**src/rtl/actc_defines.vh**
```
// Notes on behaviour
// - Audio rate = 2*busclk/(64*div), div 8..127
// - Odd audio divisor counts both clock edges
// - Line rate = 2*busclk/(64*div), div 16..127
// - Odd line divisor counts both clock edges
// - Control 13 bit 13 disables offset cancel
// - Input gain field steps 1.5 dB
// - Clip detect sets sticky clip flag
// - Rising voice clip edge raises interrupt when enabled
// - Falling voice clip edge raises interrupt when enabled
// - Attenuation 3 dB steps, analog then digital
// - Mute keeps speaker powered, signal off
// - Input and output paths enabled separately
// - Mic ground switch floats when input off
// - Loopback feeds output to input, mic ignored
// - Voiceband filter only while enable set
// - Line mute keeps driver on, no signal
// - Line loopback joins output to input
// - Converters tick at 64 times sample rate
`ifndef ACTC_DEFINES_VH
`define ACTC_DEFINES_VH

`define ACTC_ADDR_W        4
`define ACTC_DATA_W        16
// Register indices
`define ACTC_REG_VOICE_A   4'h0
`define ACTC_REG_VOICE_B   4'h1
`define ACTC_REG_LINE_A    4'h2
`define ACTC_REG_LINE_B    4'h3
`define ACTC_REG_IRQ_STAT  4'h4
`define ACTC_REG_CTRL13    4'hd
// Field positions
`define ACTC_DIV_LSB       0
`define ACTC_DIV_MSB       6
`define ACTC_GAIN_LSB      7
`define ACTC_GAIN_MSB      11
`define ACTC_ATT_LSB       0
`define ACTC_ATT_MSB       4
`define ACTC_VB_IN_EN      5
`define ACTC_VB_OUT_EN     6
`define ACTC_VB_LOOP       7
`define ACTC_VB_MUTE       8
`define ACTC_VB_RISE_IE    9
`define ACTC_VB_FALL_IE    10
`define ACTC_VB_CLIP       11
`define ACTC_LB_VBF_EN     0
`define ACTC_LB_MUTE       1
`define ACTC_LB_LOOP       2
`define ACTC_LB_CLIP       3
`define ACTC_LB_IN_EN      4
`define ACTC_LB_OUT_EN     5
`define ACTC_IS_RISE       0
`define ACTC_IS_FALL       1
`define ACTC_C13_OFS_DIS   13
// Reset values
`define ACTC_RST_DIV       7'h0c
`define ACTC_RST_LINE_DIV  7'h28
`define ACTC_RST_ZERO      16'h0000
// Timing
`define ACTC_OVERSAMPLE    6'h3f
`define ACTC_ATT_MAX       5'h17
`define ACTC_ATT_STEPS     5'h08

`endif

```
**src/rtl/actc_codec_ctrl.v**
```verilog
`timescale 1ns/1ps
`include "actc_defines.vh"

module actc_fifo #(
  parameter WIDTH = 16,
  parameter DEPTH = 16,
  parameter AW    = 4
) (
  input  wire             clk,
  input  wire             rst_n,
  input  wire [WIDTH-1:0] in_data,
  input  wire             in_valid,
  output wire             in_ready,
  output reg  [WIDTH-1:0] out_data,
  output wire             out_valid,
  input  wire             out_ready
);
  reg [WIDTH-1:0] mem [0:DEPTH-1];
  reg [AW:0]      wr_ptr_reg;
  reg [AW:0]      rd_ptr_reg;
  reg [AW:0]      count_reg;
  wire            push;
  wire            pop;
  assign in_ready  = (count_reg != DEPTH);
  assign out_valid = (count_reg != {(AW+1){1'b0}});
  assign push      = in_valid & in_ready;
  assign pop       = out_valid & out_ready;
  always @(posedge clk)
  begin
    if (push)
      mem[wr_ptr_reg[AW-1:0]] <= in_data;
  end
  always @*
  begin
    out_data = mem[rd_ptr_reg[AW-1:0]];
  end
  always @(posedge clk or negedge rst_n)
  begin
    if (!rst_n)
    begin
      wr_ptr_reg <= {(AW+1){1'b0}};
      rd_ptr_reg <= {(AW+1){1'b0}};
      count_reg  <= {(AW+1){1'b0}};
    end
    else
    begin
      if (push)
        wr_ptr_reg <= wr_ptr_reg + 1'b1;
      if (pop)
        rd_ptr_reg <= rd_ptr_reg + 1'b1;
      if (push & ~pop)
        count_reg <= count_reg + 1'b1;
      else if (pop & ~push)
        count_reg <= count_reg - 1'b1;
    end
  end
endmodule // actc_fifo
////////////////////////////////////////////////////////////////////////////
module actc_codec_ctrl #(
  parameter SAMPLE_W   = 16,
  parameter FIFO_DEPTH = 16,
  parameter FIFO_AW    = 4
) (
  input  wire                    clk,
  input  wire                    rst_b,
  input  wire [`ACTC_ADDR_W-1:0] reg_addr,
  input  wire [`ACTC_DATA_W-1:0] reg_wdata,
  input  wire                    reg_write,
  input  wire                    reg_read,
  output reg  [`ACTC_DATA_W-1:0] reg_rdata,
  input  wire                    serial_bus_clock,
  input  wire                    voice_clip_detect,
  input  wire                    line_clip_detect,
  input  wire [SAMPLE_W-1:0]     sample_in_data,
  input  wire                    sample_in_valid,
  output wire                    sample_in_ready,
  output wire [SAMPLE_W-1:0]     sample_out_data,
  output wire                    sample_out_valid,
  input  wire                    sample_out_ready,
  output reg                     voice_mod_tick,
  output reg                     voice_sample_tick,
  output reg                     line_mod_tick,
  output reg                     line_sample_tick,
  output reg                     interrupt_output_pin,
  output reg                     offset_cancel_enable,
  output reg  [4:0]              voice_gain_code,
  output reg  [2:0]              analog_atten_code,
  output reg  [1:0]              digital_atten_sel,
  output reg                     voice_input_enable,
  output reg                     voice_output_enable,
  output reg                     speaker_signal_enable,
  output reg                     voice_loop_select,
  output reg                     mic_input_select,
  output reg                     mic_ground_switch_out,
  output reg                     mic_ground_switch_oe_b,
  output reg  [4:0]              line_gain_code,
  output reg                     line_input_enable,
  output reg                     line_output_enable,
  output reg                     line_voiceband_filter_enable,
  output reg                     line_output_silence,
  output reg                     line_loop_select
);

  ////////////////////////////////////////////////////////////////////////
  // Reset release and input synchronisers
  reg [1:0] rst_sync_reg;
  wire      rst_n;
  reg [1:0] sclk_sync_reg;
  reg       sclk_last_reg;
  reg [1:0] vclip_sync_reg;
  reg       vclip_last_reg;
  reg [1:0] lclip_sync_reg;
  wire      sclk_rise;
  wire      sclk_fall;
  wire      vclip_rise;
  wire      vclip_fall;
  always @(posedge clk or negedge rst_b)
  begin
    if (!rst_b)
      rst_sync_reg <= 2'h0;
    else
      rst_sync_reg <= {rst_sync_reg[0], 1'b1};
  end
  assign rst_n = rst_sync_reg[1];
  always @(posedge clk or negedge rst_n)
  begin
    if (!rst_n)
    begin
      sclk_sync_reg  <= 2'h0;
      sclk_last_reg  <= 1'b0;
      vclip_sync_reg <= 2'h0;
      vclip_last_reg <= 1'b0;
      lclip_sync_reg <= 2'h0;
    end
    else
    begin
      sclk_sync_reg  <= {sclk_sync_reg[0], serial_bus_clock};
      sclk_last_reg  <= sclk_sync_reg[1];
      vclip_sync_reg <= {vclip_sync_reg[0], voice_clip_detect};
      vclip_last_reg <= vclip_sync_reg[1];
      lclip_sync_reg <= {lclip_sync_reg[0], line_clip_detect};
    end
  end
  assign sclk_rise  = sclk_sync_reg[1] & ~sclk_last_reg;
  assign sclk_fall  = ~sclk_sync_reg[1] & sclk_last_reg;
  assign vclip_rise = vclip_sync_reg[1] & ~vclip_last_reg;
  assign vclip_fall = ~vclip_sync_reg[1] & vclip_last_reg;
  ////////////////////////////////////////////////////////////////////////
  // Register file
  reg [`ACTC_DATA_W-1:0] voice_a_reg;
  reg [`ACTC_DATA_W-1:0] voice_b_reg;
  reg [`ACTC_DATA_W-1:0] line_a_reg;
  reg [`ACTC_DATA_W-1:0] line_b_reg;
  reg [`ACTC_DATA_W-1:0] ctrl13_reg;
  reg                    voice_clip_reg;
  reg                    line_clip_reg;
  reg                    irq_rise_reg;
  reg                    irq_fall_reg;
  wire                   wr_voice_b;
  wire                   wr_line_b;
  wire                   wr_irq;
  assign wr_voice_b = reg_write & (reg_addr == `ACTC_REG_VOICE_B);
  assign wr_line_b  = reg_write & (reg_addr == `ACTC_REG_LINE_B);
  assign wr_irq     = reg_write & (reg_addr == `ACTC_REG_IRQ_STAT);
  always @(posedge clk or negedge rst_n)
  begin
    if (!rst_n)
    begin
      voice_a_reg <= {9'h000, `ACTC_RST_DIV};
      voice_b_reg <= `ACTC_RST_ZERO;
      line_a_reg  <= {9'h000, `ACTC_RST_LINE_DIV};
      line_b_reg  <= `ACTC_RST_ZERO;
      ctrl13_reg  <= `ACTC_RST_ZERO;
    end
    else if (reg_write)
    begin
      case (reg_addr)
        `ACTC_REG_VOICE_A: voice_a_reg <= reg_wdata;
        `ACTC_REG_VOICE_B: voice_b_reg <= reg_wdata;
        `ACTC_REG_LINE_A:  line_a_reg  <= reg_wdata;
        `ACTC_REG_LINE_B:  line_b_reg  <= reg_wdata;
        `ACTC_REG_CTRL13:  ctrl13_reg  <= reg_wdata;
        default:           ctrl13_reg  <= ctrl13_reg;
      endcase
    end
  end
  // Sticky flags: write one clears, a new event wins over the clear
  always @(posedge clk or negedge rst_n)
  begin
    if (!rst_n)
    begin
      voice_clip_reg <= 1'b0;
      line_clip_reg  <= 1'b0;
      irq_rise_reg   <= 1'b0;
      irq_fall_reg   <= 1'b0;
    end
    else
    begin
      if (vclip_sync_reg[1])
        voice_clip_reg <= 1'b1;
      else if (wr_voice_b & reg_wdata[`ACTC_VB_CLIP])
        voice_clip_reg <= 1'b0;
      if (lclip_sync_reg[1])
        line_clip_reg <= 1'b1;
      else if (wr_line_b & reg_wdata[`ACTC_LB_CLIP])
        line_clip_reg <= 1'b0;
      if (vclip_rise & voice_b_reg[`ACTC_VB_RISE_IE])
        irq_rise_reg <= 1'b1;
      else if (wr_irq & reg_wdata[`ACTC_IS_RISE])
        irq_rise_reg <= 1'b0;
      if (vclip_fall & voice_b_reg[`ACTC_VB_FALL_IE])
        irq_fall_reg <= 1'b1;
      else if (wr_irq & reg_wdata[`ACTC_IS_FALL])
        irq_fall_reg <= 1'b0;
    end
  end
  always @(posedge clk or negedge rst_n)
  begin
    if (!rst_n)
      reg_rdata <= `ACTC_RST_ZERO;
    else if (reg_read)
    begin
      case (reg_addr)
        `ACTC_REG_VOICE_A:  reg_rdata <= voice_a_reg;
        `ACTC_REG_VOICE_B:  reg_rdata <= {voice_b_reg[15:12], voice_clip_reg,
                                          voice_b_reg[10:0]};
        `ACTC_REG_LINE_A:   reg_rdata <= line_a_reg;
        `ACTC_REG_LINE_B:   reg_rdata <= {line_b_reg[15:4], line_clip_reg,
                                          line_b_reg[2:0]};
        `ACTC_REG_IRQ_STAT: reg_rdata <= {14'h0, irq_fall_reg,
                                          irq_rise_reg};
        `ACTC_REG_CTRL13:   reg_rdata <= ctrl13_reg;
        default:            reg_rdata <= `ACTC_RST_ZERO;
      endcase
    end
    else
      reg_rdata <= `ACTC_RST_ZERO;
  end
  ////////////////////////////////////////////////////////////////////////
  // Sample rate generators, index 0 voice, index 1 line
  wire [13:0] div_pair;
  wire [1:0]  mod_tick;
  wire [1:0]  smp_tick;
  assign div_pair = {line_a_reg[`ACTC_DIV_MSB:`ACTC_DIV_LSB],
                     voice_a_reg[`ACTC_DIV_MSB:`ACTC_DIV_LSB]};
  genvar gi;
  generate
    for (gi = 0; gi < 2; gi = gi + 1)
    begin : rate_gen
      reg  [6:0] edge_cnt_reg;
      reg  [5:0] phase_reg;
      reg        mod_reg;
      reg        smp_reg;
      wire [6:0] dv;
      wire       step;
      wire [6:0] lim;
      assign dv   = div_pair[gi*7+6:gi*7];
      assign step = dv[0] ? (sclk_rise | sclk_fall) : sclk_rise;
      assign lim  = dv[0] ? dv : {1'b0, dv[6:1]};
      always @(posedge clk or negedge rst_n)
      begin
        if (!rst_n)
        begin
          edge_cnt_reg <= 7'h00;
          phase_reg    <= 6'h00;
          mod_reg      <= 1'b0;
          smp_reg      <= 1'b0;
        end
        else
        begin
          mod_reg <= 1'b0;
          smp_reg <= 1'b0;
          if (step)
          begin
            if (edge_cnt_reg >= lim - 7'h01)
            begin
              edge_cnt_reg <= 7'h00;
              mod_reg      <= 1'b1;
              phase_reg    <= phase_reg + 6'h01;
              if (phase_reg == `ACTC_OVERSAMPLE)
                smp_reg <= 1'b1;
            end
            else
              edge_cnt_reg <= edge_cnt_reg + 7'h01;
          end
        end
      end

      assign mod_tick[gi] = mod_reg;
      assign smp_tick[gi] = smp_reg;
    end
  endgenerate

  ////////////////////////////////////////////////////////////////////////
  // Sample buffer toward the serial bus
  actc_fifo #(
    .WIDTH (SAMPLE_W),
    .DEPTH (FIFO_DEPTH),
    .AW    (FIFO_AW)
  ) u_fifo (
    .clk       (clk),
    .rst_n     (rst_n),
    .in_data   (sample_in_data),
    .in_valid  (sample_in_valid),
    .in_ready  (sample_in_ready),
    .out_data  (sample_out_data),
    .out_valid (sample_out_valid),
    .out_ready (sample_out_ready)
  );

  ////////////////////////////////////////////////////////////////////////
  // Analog and filter controls
  wire [4:0] att_clamped;

  assign att_clamped = (voice_b_reg[`ACTC_ATT_MSB:`ACTC_ATT_LSB] >
                        `ACTC_ATT_MAX) ? `ACTC_ATT_MAX :
                       voice_b_reg[`ACTC_ATT_MSB:`ACTC_ATT_LSB];

  always @(posedge clk or negedge rst_n)
  begin
    if (!rst_n)
    begin
      voice_mod_tick               <= 1'b0;
      voice_sample_tick            <= 1'b0;
      line_mod_tick                <= 1'b0;
      line_sample_tick             <= 1'b0;
      interrupt_output_pin         <= 1'b0;
      offset_cancel_enable         <= 1'b1;
      voice_gain_code              <= 5'h00;
      analog_atten_code            <= 3'h0;
      digital_atten_sel            <= 2'h0;
      voice_input_enable           <= 1'b0;
      voice_output_enable          <= 1'b0;
      speaker_signal_enable        <= 1'b0;
      voice_loop_select            <= 1'b0;
      mic_input_select             <= 1'b1;
      mic_ground_switch_out        <= 1'b0;
      mic_ground_switch_oe_b       <= 1'b1;
      line_gain_code               <= 5'h00;
      line_input_enable            <= 1'b0;
      line_output_enable           <= 1'b0;
      line_voiceband_filter_enable <= 1'b0;
      line_output_silence          <= 1'b0;
      line_loop_select             <= 1'b0;
    end
    else
    begin
      voice_mod_tick       <= mod_tick[0];
      voice_sample_tick    <= smp_tick[0];
      line_mod_tick        <= mod_tick[1];
      line_sample_tick     <= smp_tick[1];
      interrupt_output_pin <= irq_rise_reg | irq_fall_reg;
      offset_cancel_enable <= ~ctrl13_reg[`ACTC_C13_OFS_DIS];
      // gain code in 1.5 dB steps
      voice_gain_code      <= voice_a_reg[`ACTC_GAIN_MSB:`ACTC_GAIN_LSB];
      // analog 0..21 dB, digital 24/48 dB
      analog_atten_code    <= att_clamped[2:0];
      digital_atten_sel    <= att_clamped[4:3];
      voice_input_enable   <= voice_b_reg[`ACTC_VB_IN_EN];
      voice_output_enable  <= voice_b_reg[`ACTC_VB_OUT_EN];
      speaker_signal_enable <= voice_b_reg[`ACTC_VB_OUT_EN] &
                               ~voice_b_reg[`ACTC_VB_MUTE];
      voice_loop_select    <= voice_b_reg[`ACTC_VB_LOOP];
      mic_input_select     <= ~voice_b_reg[`ACTC_VB_LOOP];
      // mic ground floats when input off
      mic_ground_switch_out  <= 1'b0;
      mic_ground_switch_oe_b <= ~voice_b_reg[`ACTC_VB_IN_EN];
      line_gain_code       <= line_a_reg[`ACTC_GAIN_MSB:`ACTC_GAIN_LSB];
      line_input_enable    <= line_b_reg[`ACTC_LB_IN_EN];
      line_output_enable   <= line_b_reg[`ACTC_LB_OUT_EN];
      line_voiceband_filter_enable <= line_b_reg[`ACTC_LB_VBF_EN];
      line_output_silence  <= line_b_reg[`ACTC_LB_MUTE];
      line_loop_select     <= line_b_reg[`ACTC_LB_LOOP];
    end
  end

endmodule // actc_codec_ctrl

```
**config.mk**
```make
export PLATFORM = sky130hd
export DESIGN_NAME = actc_codec_ctrl
export DESIGN_NICKNAME = d
export VERILOG_FILES = /design/src/rtl/actc_codec_ctrl.v
export VERILOG_INCLUDE_DIRS = /design/src /design/src/rtl
export SDC_FILE = /design/constraint.sdc
export NUM_CORES = 1
export LEC_CHECK = 0
export BUFFER_PORTS_ARGS = -buffer_cell sky130_fd_sc_hd__buf_2
export CAP_MARGIN = 20
export CORE_ASPECT_RATIO = 1.25
export CORE_MARGIN = 2
export CORE_UTILIZATION = 50
export CTS_BUF_LIST = sky130_fd_sc_hd__clkbuf_8 sky130_fd_sc_hd__clkbuf_16
export CTS_CLUSTER_SIZE = 8
export DETAILED_ROUTE_END_ITERATION = 10
export PLACE_DENSITY = 0.7
export SLEW_MARGIN = 20
export SYNTH_ARGS = -nofsm -noshare
export SYNTH_HDL_FRONTEND = slang
export SYNTH_HIERARCHICAL = 1
export SYNTH_SLANG_ARGS = --single-unit
export TNS_END_PERCENT = 20
```
**constraint.sdc**
```tcl
create_clock -name clk -period 5.51 [get_ports clk]
set_input_delay 0 -clock clk [delete_from_list [all_inputs] [get_ports clk]]
set_output_delay 0 -clock clk [all_outputs]
set_load 0.05 [all_outputs]
```
==> results of run 1 <==
## cell type report
cell class | count | area [µm²]
multi-input combinational | 588 | 5440
clock buffer | 60 | 1500
sequential | 439 | 12300
fill | 2599 | 14300
tap | 474 | 593
clock inverter | 34 | 183
inverter | 15 | 56.3
timing repair buffer | 175 | 1150
## kinds of logic (layout without fill, tap and decap cells)
| group | Yosys count | in the layout | synth area share |
|---|---|---|---|
| buffers and inverters | 71 | 284 | 0.0264 |
| xor gates and xnor gates | 30 | 30 | 0.0145 |
| other | 2 | 2 | 0.000414 |
| adders and majority gates | 30 | 30 | 0.0211 |
| DFF | 439 | 439 | 0.677 |
| and+or+nand+nor | 175 | 175 | 0.0520 |
| muxes | 185 | 185 | 0.133 |
| AOI/OAI and AO/OA | 166 | 166 | 0.0754 |
## placed cells by master (no fill, tap or decap), drive strengths merged, types with 32 or more instances in the layout
master | netlist | layout
nor2 | 35 | 35
dfrtp | 176 | 176
clkbuf | 12 | 60
mux2 | 82 | 82
a22oi | 46 | 46
edfxtp | 256 | 256
a221oi | 32 | 32
buf | 44 | 130
inv | 15 | 47
nand2 | 67 | 67
dlygate4sd3 | 0 | 45
mux2i | 71 | 71
mux4 | 32 | 32
## metal layers
layer,vias up,share of wire,global-route usage
met2,268,0.53,0.382
met1,5220,0.40,0.254
met3,80,0.042,0.0325
li1,4574,-,-
met4,0,0.025,0.0689
met5,-,0,0
## worst paths after layout
| kind | depth (start not counted) | endpoint | from | slack [ns] |
|---|---|---|---|---|
| setup reg to reg | 10 | rate_gen[1].phase_reg[1] | line_a_reg[0] | 2.40 |
| hold / removal | 2 | vclip_sync_reg[0] | voice_clip_detect | 0.06 |
| min in group asynchronous | 3 | rst_sync_reg[1] | rst_b | 0.25 |
| setup / recovery | 6 | sample_out_data[8] | u_fifo/rd_ptr_reg[2] | 2.03 |
| max in group asynchronous | 1 | rate_gen[1].smp_reg | rst_sync_reg[1] | 3.73 |
| hold reg to reg | 0 | line_mod_tick | rate_gen[1].mod_reg | 0.34 |
## repair_timing
action / CTS / global route
endpoints found under the setup margin: 0 / 0
hold buffers: 45 / 0
hold endpoints to repair: 359 / 0
setup buffers: 0 / 0
gates resized for setup: 0 / 0
## where the power goes
part | leakage, nW | switching [mW] | internal [mW] | total [mW]
logic | 2.88 | 2.08 | 1.22 | 3.29
registers | 4.57 | 0.458 | 4.01 | 4.47
clock network | 0.933 | 1.32 | 1.93 | 3.26
total | 8.38 | 3.86 | 7.16 | 11.0
## stage by stage
step,util,power [mW]
after floorplan,-,7.03
after global placement,0.536,7.71
after detailed placement,0.536,7.79
after CTS,0.596,11.1
after global routing,0.596,11.5
final,0.596,11.0
==> reports/metrics.yaml, run 1 <==
hold_ws_ns: 0.0568
cp-end-kind: "output pin"
path_clk_slew_ns: 0.05
dpl_cell_area_mm2: 0.0191
setup_ws_ns: 2.03
firstDrtPassIters: 5
cp_slowest_stage_delay_ns: 0.93
final_area_mm2: 0.0212
fin_crit_ns: 3.48
grt-ovfl-total: 0
setup_viol: 0
core_area_mm2: 0.0356
crit_type: "reg -> out"
path_delay_family: "flip-flops"
async_flop_share: 0.417
drc: 0
n_antenna_cell: 0
finalCritPeriodShare: 0.631
die_w_um: 174
grt_pass1_wl_mm: 61.3
hold_class: "in -> reg"
die_area_mm2: 0.0378
post-place-ws_ns: 2.39
gp_congestion: 0.813
htreeDepth: 2
fin_tns_setup_ns: 0
antenna_found_initial: 0
cts_root_buf: "clkbuf_16"
area_delta_synth_final_pct: 17.0
status: "completed"
path_buf_inv: 2
syn_nets: 1173
route.vias.total: 10100
clockBufferDepth: 3
layoutNonFillerInstCount: 1785
ys_ff_latch: 439
dp_cells: 1646
maxCapViolations: 0
largest_reg_flops: 256
dr.first_iter.drc_count: 602
drt-total-wl_mm: 38.9
wl_per_cell_um: 21.8
synth_edf_count: 256
grt_max_degree: 75
cts_tree: "yes"
row_count: 77
synth_seq_area_share: 0.677
slowest_stage: "dfrtp_1"
finalHoldViolCount: 0
ys.flop_type: "edfxtp_1"
yosysTopAreaCell: "edfxtp_1"
path_max_fanout: 19
routed_via_density: 5.68
grt.total_usage: 0.210
synth_commonest_cells: "edfxtp_1 (256), dfrtp_1 (176), mux2i_1 (69)"
slew_viol_final: 0
hpwl_mm: 22.8
max_freq_mhz: 287
synth_area_mm2: 0.0181
clk_latency_ns: 0.59
power_density_mw_per_mm2: 520
synth.area.top_cells: "edfxtp_1 (42%), dfrtp_1 (24%), mux4_2 (4.0%)"
ys_warn_count: 6
worst_pin_slew_ns: 1.12
cp_cell_sequence: "nor2b_4 -> buf_4 -> a221oi_2 -> a22oi_1 -> nand2_1 -> buf_2"
rsz0062_at_grt: "no"
required_ns: 5.51
arrival_ns: 3.48
io_pins: 112
clock-sinks: 439
cp-start-kind: "register"
synth_most_common_cell: "edfxtp_1"
yosys.area.top_type_share: 0.424
synthCells: 1098
die_y_um: 217
leakagePower_nw: 8.38
relSlewSlack: 0.256
grt_pass1_vias: 10900
cts_buffers: 60
peakVddDrop_mv: 0.314
initial_core_util: 0.510
avgSynthCellArea_um2: 16.5
final_antenna_net_count: 0
drive_gt1_frac: 0.282
fin_skew_ns: 0.0219
io_buffer_count: 110
fin_nets: 1354
ys_types: 69
(Power assumes the default switching activity.)
==> run 2: changes to the inputs <==
--- a/config.mk
+++ b/config.mk
@@ -6,6 +6,7 @@
 export SDC_FILE = /design/constraint.sdc
 export NUM_CORES = 1
 export LEC_CHECK = 0
+export ABC_AREA = 1
 export BUFFER_PORTS_ARGS = -buffer_cell sky130_fd_sc_hd__buf_2
 export CAP_MARGIN = 20
 export CORE_ASPECT_RATIO = 1.25
==> constraint.sdc (replaced) <==
create_clock -name clk -period 3 [get_ports clk]
set_input_delay 0 -clock clk [delete_from_list [all_inputs] [get_ports clk]]
set_output_delay 0 -clock clk [all_outputs]
set_load 0.05 [all_outputs]
==> reports/metrics.yaml, run 2 <==
initial_core_util: 0.505  # -0.00502
cts_tree: "yes"
setup_ws_ns: 0.254  # -1.78 ns
relSlewSlack: 0.411  # +0.155
ys.flop_type: "edfxtp_1"
clock-sinks: 439  # unchanged
grt_pass1_vias: 14000  # +28%
fin_crit_ns: 2.75
area_delta_synth_final_pct: 16.6
syn_nets: 2037  # +74%
gp_congestion: 0.811  # -0.32%
async_flop_share: 0.417  # unchanged
path_clk_slew_ns: 0.05  # about the same
rsz0062_at_grt: "no"
path_max_fanout: 19  # unchanged
clk_latency_ns: 0.60  # about the same
synth_edf_count: 256  # unchanged
cp_cell_sequence: "inv_1 -> buf_4 -> nand3_1 -> nand3_1 -> nand2_1 -> nand2_1 -> buf_2"
top_usage_layer: "met2"
dp_cells: 2524  # +53%
hold_buffers: 46  # +2.2%
final_cell_mix: "nand2_1 (701), edfxtp_1 (256), inv_1 (230)"
grt.met3_usage: 0.0335  # +0.00104
fin_tns_setup_ns: 0  # unchanged
htreeDepth: 2  # unchanged
slew_viol_final: 0  # unchanged
path_buf_inv: 3  # +1
cts_setup_buffers: 0  # unchanged
grt_pass1_wl_mm: 71.9  # +17%
route.vias.total: 13800  # +36%
setup_viol: 0  # unchanged
synthCells: 1962  # +79%
synth_area_mm2: 0.0192  # +5.7%
die_w_um: 179  # +2.7%
io_pins: 112  # unchanged
final_antenna_net_count: 0  # unchanged
finalHoldViolCount: 0  # unchanged
hpwl_mm: 27.4  # +20%
dr.first_iter.drc_count: 953  # +58%
drive_gt1_frac: 0.120  # -0.162
fin_skew_ns: 0.0299  # +0.00797 ns
drt-total-wl_mm: 44.9  # +15%
cp-end-kind: "output pin"
worst_pin_slew_ns: 0.882  # -0.234 ns
antenna_found_initial: 0  # unchanged
grt-ovfl-total: 0  # unchanged
firstDrtPassIters: 5  # unchanged
wl_per_cell_um: 16.8  # -23%
path_delay_family: "buffers and inverters"
final_common_cell: "nand2_1"
cp_slowest_stage_delay_ns: 0.68  # -0.25 ns
cts_root_buf: "clkbuf_16"
routed_via_density: 5.17  # -9.0%
die_area_mm2: 0.0399  # +5.5%
core_area_mm2: 0.0379  # +6.7%
final_area_mm2: 0.0223  # +5.3%
yosysTopAreaCell: "edfxtp_1"
cts_resized: 0  # unchanged
ys_types: 35  # -49%
avgSynthCellArea_um2: 9.76  # -41%
power_density_mw_per_mm2: 931  # +79%
layoutNonFillerInstCount: 2668  # +49%
hold_class: "in -> reg"
synth_most_common_cell: "nand2_1"
die_y_um: 223  # +2.7%
crit_type: "reg -> out"
synth.area.top_cells: "edfxtp_1 (40%), dfrtp_1 (23%), nand2_1 (14%)"
grt_util_met1: 0.280  # +0.0253
dpl_cell_area_mm2: 0.0202  # +5.8%
n_antenna_cell: 0  # unchanged
status: "completed"
ys_ff_latch: 439  # unchanged
leakagePower_nw: 10.4  # +24%
synth_commonest_cells: "nand2_1 (701), edfxtp_1 (256), inv_1 (195)"
clockBufferDepth: 3  # unchanged
ys_warn_count: 6  # unchanged
min_path_cells: 5  # +3
hold_ws_ns: 0.0302  # -0.0266 ns
post-place-ws_ns: 0.376  # -2.01 ns
grt_max_degree: 109  # +45%
largest_reg_flops: 256  # unchanged
synth_seq_area_share: 0.641  # -0.0363
fin_nets: 2215  # +64%
grt.total_usage: 0.231  # +0.0210
required_ns: 3.00  # -2.51 ns
io_buffer_count: 110  # unchanged
use_met2: 0.410  # +0.0274
max_freq_mhz: 364
arrival_ns: 2.75  # -0.73 ns
cts_buffers: 60  # unchanged
drc: 0  # unchanged
path_depth: 7  # +1
slowest_stage: "inv_1"
cp-start-kind: "register"
finalCritPeriodShare: 0.915
worstRegToRegCells: 18  # +8
peakVddDrop_mv: 0.464  # +48%
maxCapViolations: 0  # unchanged
yosys.area.top_type_share: 0.401  # -0.0227
row_count: 80  # +3.9%
run 2: cell count changes in the layout (fill, tap and decap cells not counted), sizes merged, moves of 10 or more:
cell | previous run | this run
a22oi | 46 | 0
mux2i | 71 | 0
nand2 | 67 | 712
nor2 | 35 | 175
o21ai | 30 | 115
xnor2 | 21 | 11
a31oi | 14 | 0
a221oi | 32 | 0
nand3 | 9 | 143
nand2b | 11 | 0
mux4 | 32 | 0
buf | 130 | 146
inv | 47 | 241
mux2 | 82 | 0
run 2: worst paths after layout:
check	slack, ns	to	start
setup / recovery	0.25	sample_out_data[8]	u_fifo/rd_ptr_reg[1]
hold / removal	0.03	reg_rdata[5]	reg_addr[1]
setup reg to reg	0.34	rate_gen[1].edge_cnt_reg[4]	line_a_reg[0]
hold reg to reg	0.35	vclip_sync_reg[1]	vclip_sync_reg[0]
max in group asynchronous	1.76	line_a_reg[5]	rst_sync_reg[1]
min in group asynchronous	0.26	rst_sync_reg[0]	rst_b
run 2: per-stage QoR:
step	utilization	total power, mW
floorplan	-	12.9
global placement	0.531	14.6
finish	0.588	20.8
detailed placement	0.531	14.8
CTS	0.588	20.9
global route	0.588	22.0
run 2: per-layer routing:
metal	wire length [µm]	vias up
met5	0	-
li1	-	6638
met1	17800	6627
met3	2280	109
met4	1470	0
met2	23300	416
run 2: cell type report:
| type | count | area (µm²) |
|---|---|---|
| inverter | 206 | 776 |
| fill | 3133 | 15600 |
| sequential | 439 | 12300 |
| multi-input combinational | 1241 | 5600 |
| timing repair buffer | 192 | 1340 |
| tap | 492 | 616 |
| clock buffer | 61 | 1530 |
| clock inverter | 37 | 178 |
run 2: cell families after synthesis:
group                      Yosys count  synth area share
AOI/OAI and AO/OA                  130            0.0370
DFF                                439             0.641
xor gates and xnor gates            29            0.0133
and+or+nand+nor                   1050             0.222
adders and majority gates           30            0.0200
other                                2          0.000392
buffers and inverters              282            0.0666
run 2: power breakdown:
part / switching (mW) / total [mW] / internal [mW] / leakage (nW)
combinational: 4.96 / 6.86 / 1.91 / 4.84
clock: 2.44 / 6.03 / 3.59 / 0.956
sequential: 0.606 / 7.90 / 7.29 / 4.63
run 2: worst reg2reg max path, cell delays in order, from the launching register on:
cell and delay [ns]:
dfrtp_1 0.66, nand2_1 0.10, o21ai_0 0.10, ha_1 0.17
inv_1 0.06, nor2_1 0.19, nand3_1 0.10, nand2_1 0.08
nand2_1 0.05, ha_1 0.29, nand2_1 0.07, inv_1 0.05
nand2_1 0.05, nand2_1 0.08, inv_1 0.05, nand2_2 0.17
nand2_4 0.12, inv_2 0.10, nor2_1 0.05
==> run 3: changes to the inputs <==
--- a/config.mk
+++ b/config.mk
@@ -9,10 +9,10 @@
 export ABC_AREA = 1
 export BUFFER_PORTS_ARGS = -buffer_cell sky130_fd_sc_hd__buf_2
 export CAP_MARGIN = 20
-export CORE_ASPECT_RATIO = 1.25
-export CORE_MARGIN = 2
+export CORE_ASPECT_RATIO = 1.75
 export CORE_UTILIZATION = 50
 export CTS_BUF_LIST = sky130_fd_sc_hd__clkbuf_8 sky130_fd_sc_hd__clkbuf_16
+export CTS_CLUSTER_DIAMETER = 80
 export CTS_CLUSTER_SIZE = 8
 export DETAILED_ROUTE_END_ITERATION = 10
 export PLACE_DENSITY = 0.7
==> reports/metrics.yaml, run 3 (synthesized netlist as in run 2, its figures left out) <==
status: "completed"
io_pins: 112  # unchanged
worst_pin_slew_ns: 0.822  # -0.0600 ns
clock-sinks: 439  # unchanged
finalCritPeriodShare: 0.932  # +0.0172
path_max_fanout: 31  # +12
final_area_mm2: 0.0223  # about the same
initial_core_util: 0.509  # +0.00403
io_buffer_count: 110  # unchanged
path_buf_inv: 3  # unchanged
final_cell_mix: "nand2_1 (701), edfxtp_1 (256), inv_1 (230)"
hpwl_mm: 30.1  # +9.9%
slew_viol_final: 0  # unchanged
grt.total_usage: 0.256  # +0.0252
final_common_cell: "nand2_1"
grt_pass1_wl_mm: 75.2  # +4.7%
fin_tns_setup_ns: 0  # unchanged
gp_congestion: 0.862  # +6.3%
die_area_mm2: 0.0391  # -1.9%
power.total_mw: 20.9  # +0.63%
drt-total-wl_mm: 48.4  # +7.8%
power_density_mw_per_mm2: 937  # +0.62%
drc: 0  # unchanged
fin_skew_ns: 0.0232  # -0.00670 ns
firstDrtPassIters: 5  # unchanged
cts_tree: "yes"
clk_latency_ns: 0.61  # about the same
die_y_um: 261  # +17%
core_area_mm2: 0.0376  # -0.79%
clockBufferDepth: 3  # unchanged
path_delay_family: "buffers and inverters"
area_delta_synth_final_pct: 16.6  # about the same
hold_ws_ns: 0.0557  # +0.0254 ns
cp-end-kind: "output pin"
drive_gt1_frac: 0.123  # +0.00258
setup_viol: 0  # unchanged
hold_class: "in -> reg"
dr.first_iter.drc_count: 819  # -14%
htreeDepth: 2  # unchanged
cp_slowest_stage_delay_ns: 0.63  # -0.05 ns
fin_nets: 2210  # -0.23%
largest_reg_flops: 256  # unchanged
antenna_found_initial: 3  # +3
final_antenna_net_count: 0  # unchanged
path_clk_slew_ns: 0.05  # about the same
routed_via_density: 5.28  # +2.2%
required_ns: 3.00  # about the same
path_common_cell: "nand2_1"
fin_crit_ns: 2.80  # +0.0517 ns
slowest_stage: "dfrtp_4"
row_count: 94  # +18%
cts_resized: 0  # unchanged
cp_cell_sequence: "inv_4 -> buf_4 -> nand2_1 -> nand3_1 -> nand2_1 -> nor2_1 -> nand2_1 -> nand2_1 -> buf_2"
grt_pass1_vias: 14200  # +1.6%
max_freq_mhz: 357  # -1.8%
wl_per_cell_um: 18.2  # +8.4%
cp-start-kind: "register"
cts_root_buf: "clkbuf_16"
arrival_ns: 2.80  # +0.05 ns
maxCapViolations: 0  # unchanged
route.vias.total: 14000  # +1.6%
grt_max_degree: 134  # +23%
post-place-ws_ns: 0.317  # -0.0588 ns
setup_ws_ns: 0.203  # -0.0517 ns
grt-ovfl-total: 0  # unchanged
relSlewSlack: 0.451  # +0.0400
crit_type: "reg -> out"
die_w_um: 150  # -16%
rsz0062_at_grt: "no"
finalHoldViolCount: 0  # unchanged
dpl_cell_area_mm2: 0.0201  # about the same
cts_buffers: 60  # unchanged
leakagePower_nw: 10.4  # -0.24%
peakVddDrop_mv: 0.615  # +32%
run 3: cell count changes in the layout (fill, tap and decap cells not counted), sizes merged:
cell         before  now
diode             0    3
clkinv            2    3
dlygate4sd3      46   47
buf             146  140
clkbuf           61   60
run 3: path summary, 6_finish.rpt:
path	start	endpoint	slack [ns]	cells after the start
max	u_fifo/rd_ptr_reg[0]	sample_out_data[10]	0.20	9
min	voice_clip_detect	vclip_sync_reg[0]	0.06	2
min reg2reg	rst_sync_reg[1]	u_fifo/wr_ptr_reg[1]	0.17	0
max reg2reg	voice_a_reg[0]	rate_gen[0].edge_cnt_reg[3]	0.33	12
max in group asynchronous	rst_sync_reg[1]	rate_gen[1].phase_reg[4]	2.02	1
min in group asynchronous	rst_sync_reg[1]	u_fifo/wr_ptr_reg[1]	0.17	0
run 3: per-stage QoR:
| stage | utilization | cells |
|---|---|---|
| CTS | 0.593 | 2651 |
| global placement | 0.535 | 2506 |
| floorplan | - | 1962 |
| finish | 0.593 | 2654 |
| detailed placement | 0.535 | 2506 |
| global route | 0.593 | 2654 |
run 3: routing by layer:
layer / global-route usage / vias up / share of wire
met5: 0 / - / 0
met4: 0.174 / 0 / 0.066
met3: 0.0351 / 161 / 0.052
met2: 0.467 / 517 / 0.53
met1: 0.270 / 6716 / 0.35
li1: - / 6621 / -
run 3: final cells by class:
cell class,count,area (µm²)
fillers,3080,15300
flip-flops and latches,439,12300
multi-input cells,1241,5630
clock buffers,60,1500
repair buffers,187,1320
inverters,206,776
well taps,480,601
clock inverters,38,208
diodes,3,7.51
run 3: what timing repair did:
item / 4_1_cts / 5_1_grt
setup endpoints to repair: 0 / 0
setup buffers: 0 / 0
hold buffers: 47 / 0
endpoints found under the hold margin: 365 / 0
run 3: power breakdown:
| group | switching (mW) | internal [mW] |
|---|---|---|
| combinational | 5.07 | 1.91 |
| clock | 2.48 | 3.56 |
| sequential | 0.608 | 7.29 |
| total | 8.16 | 12.8 |
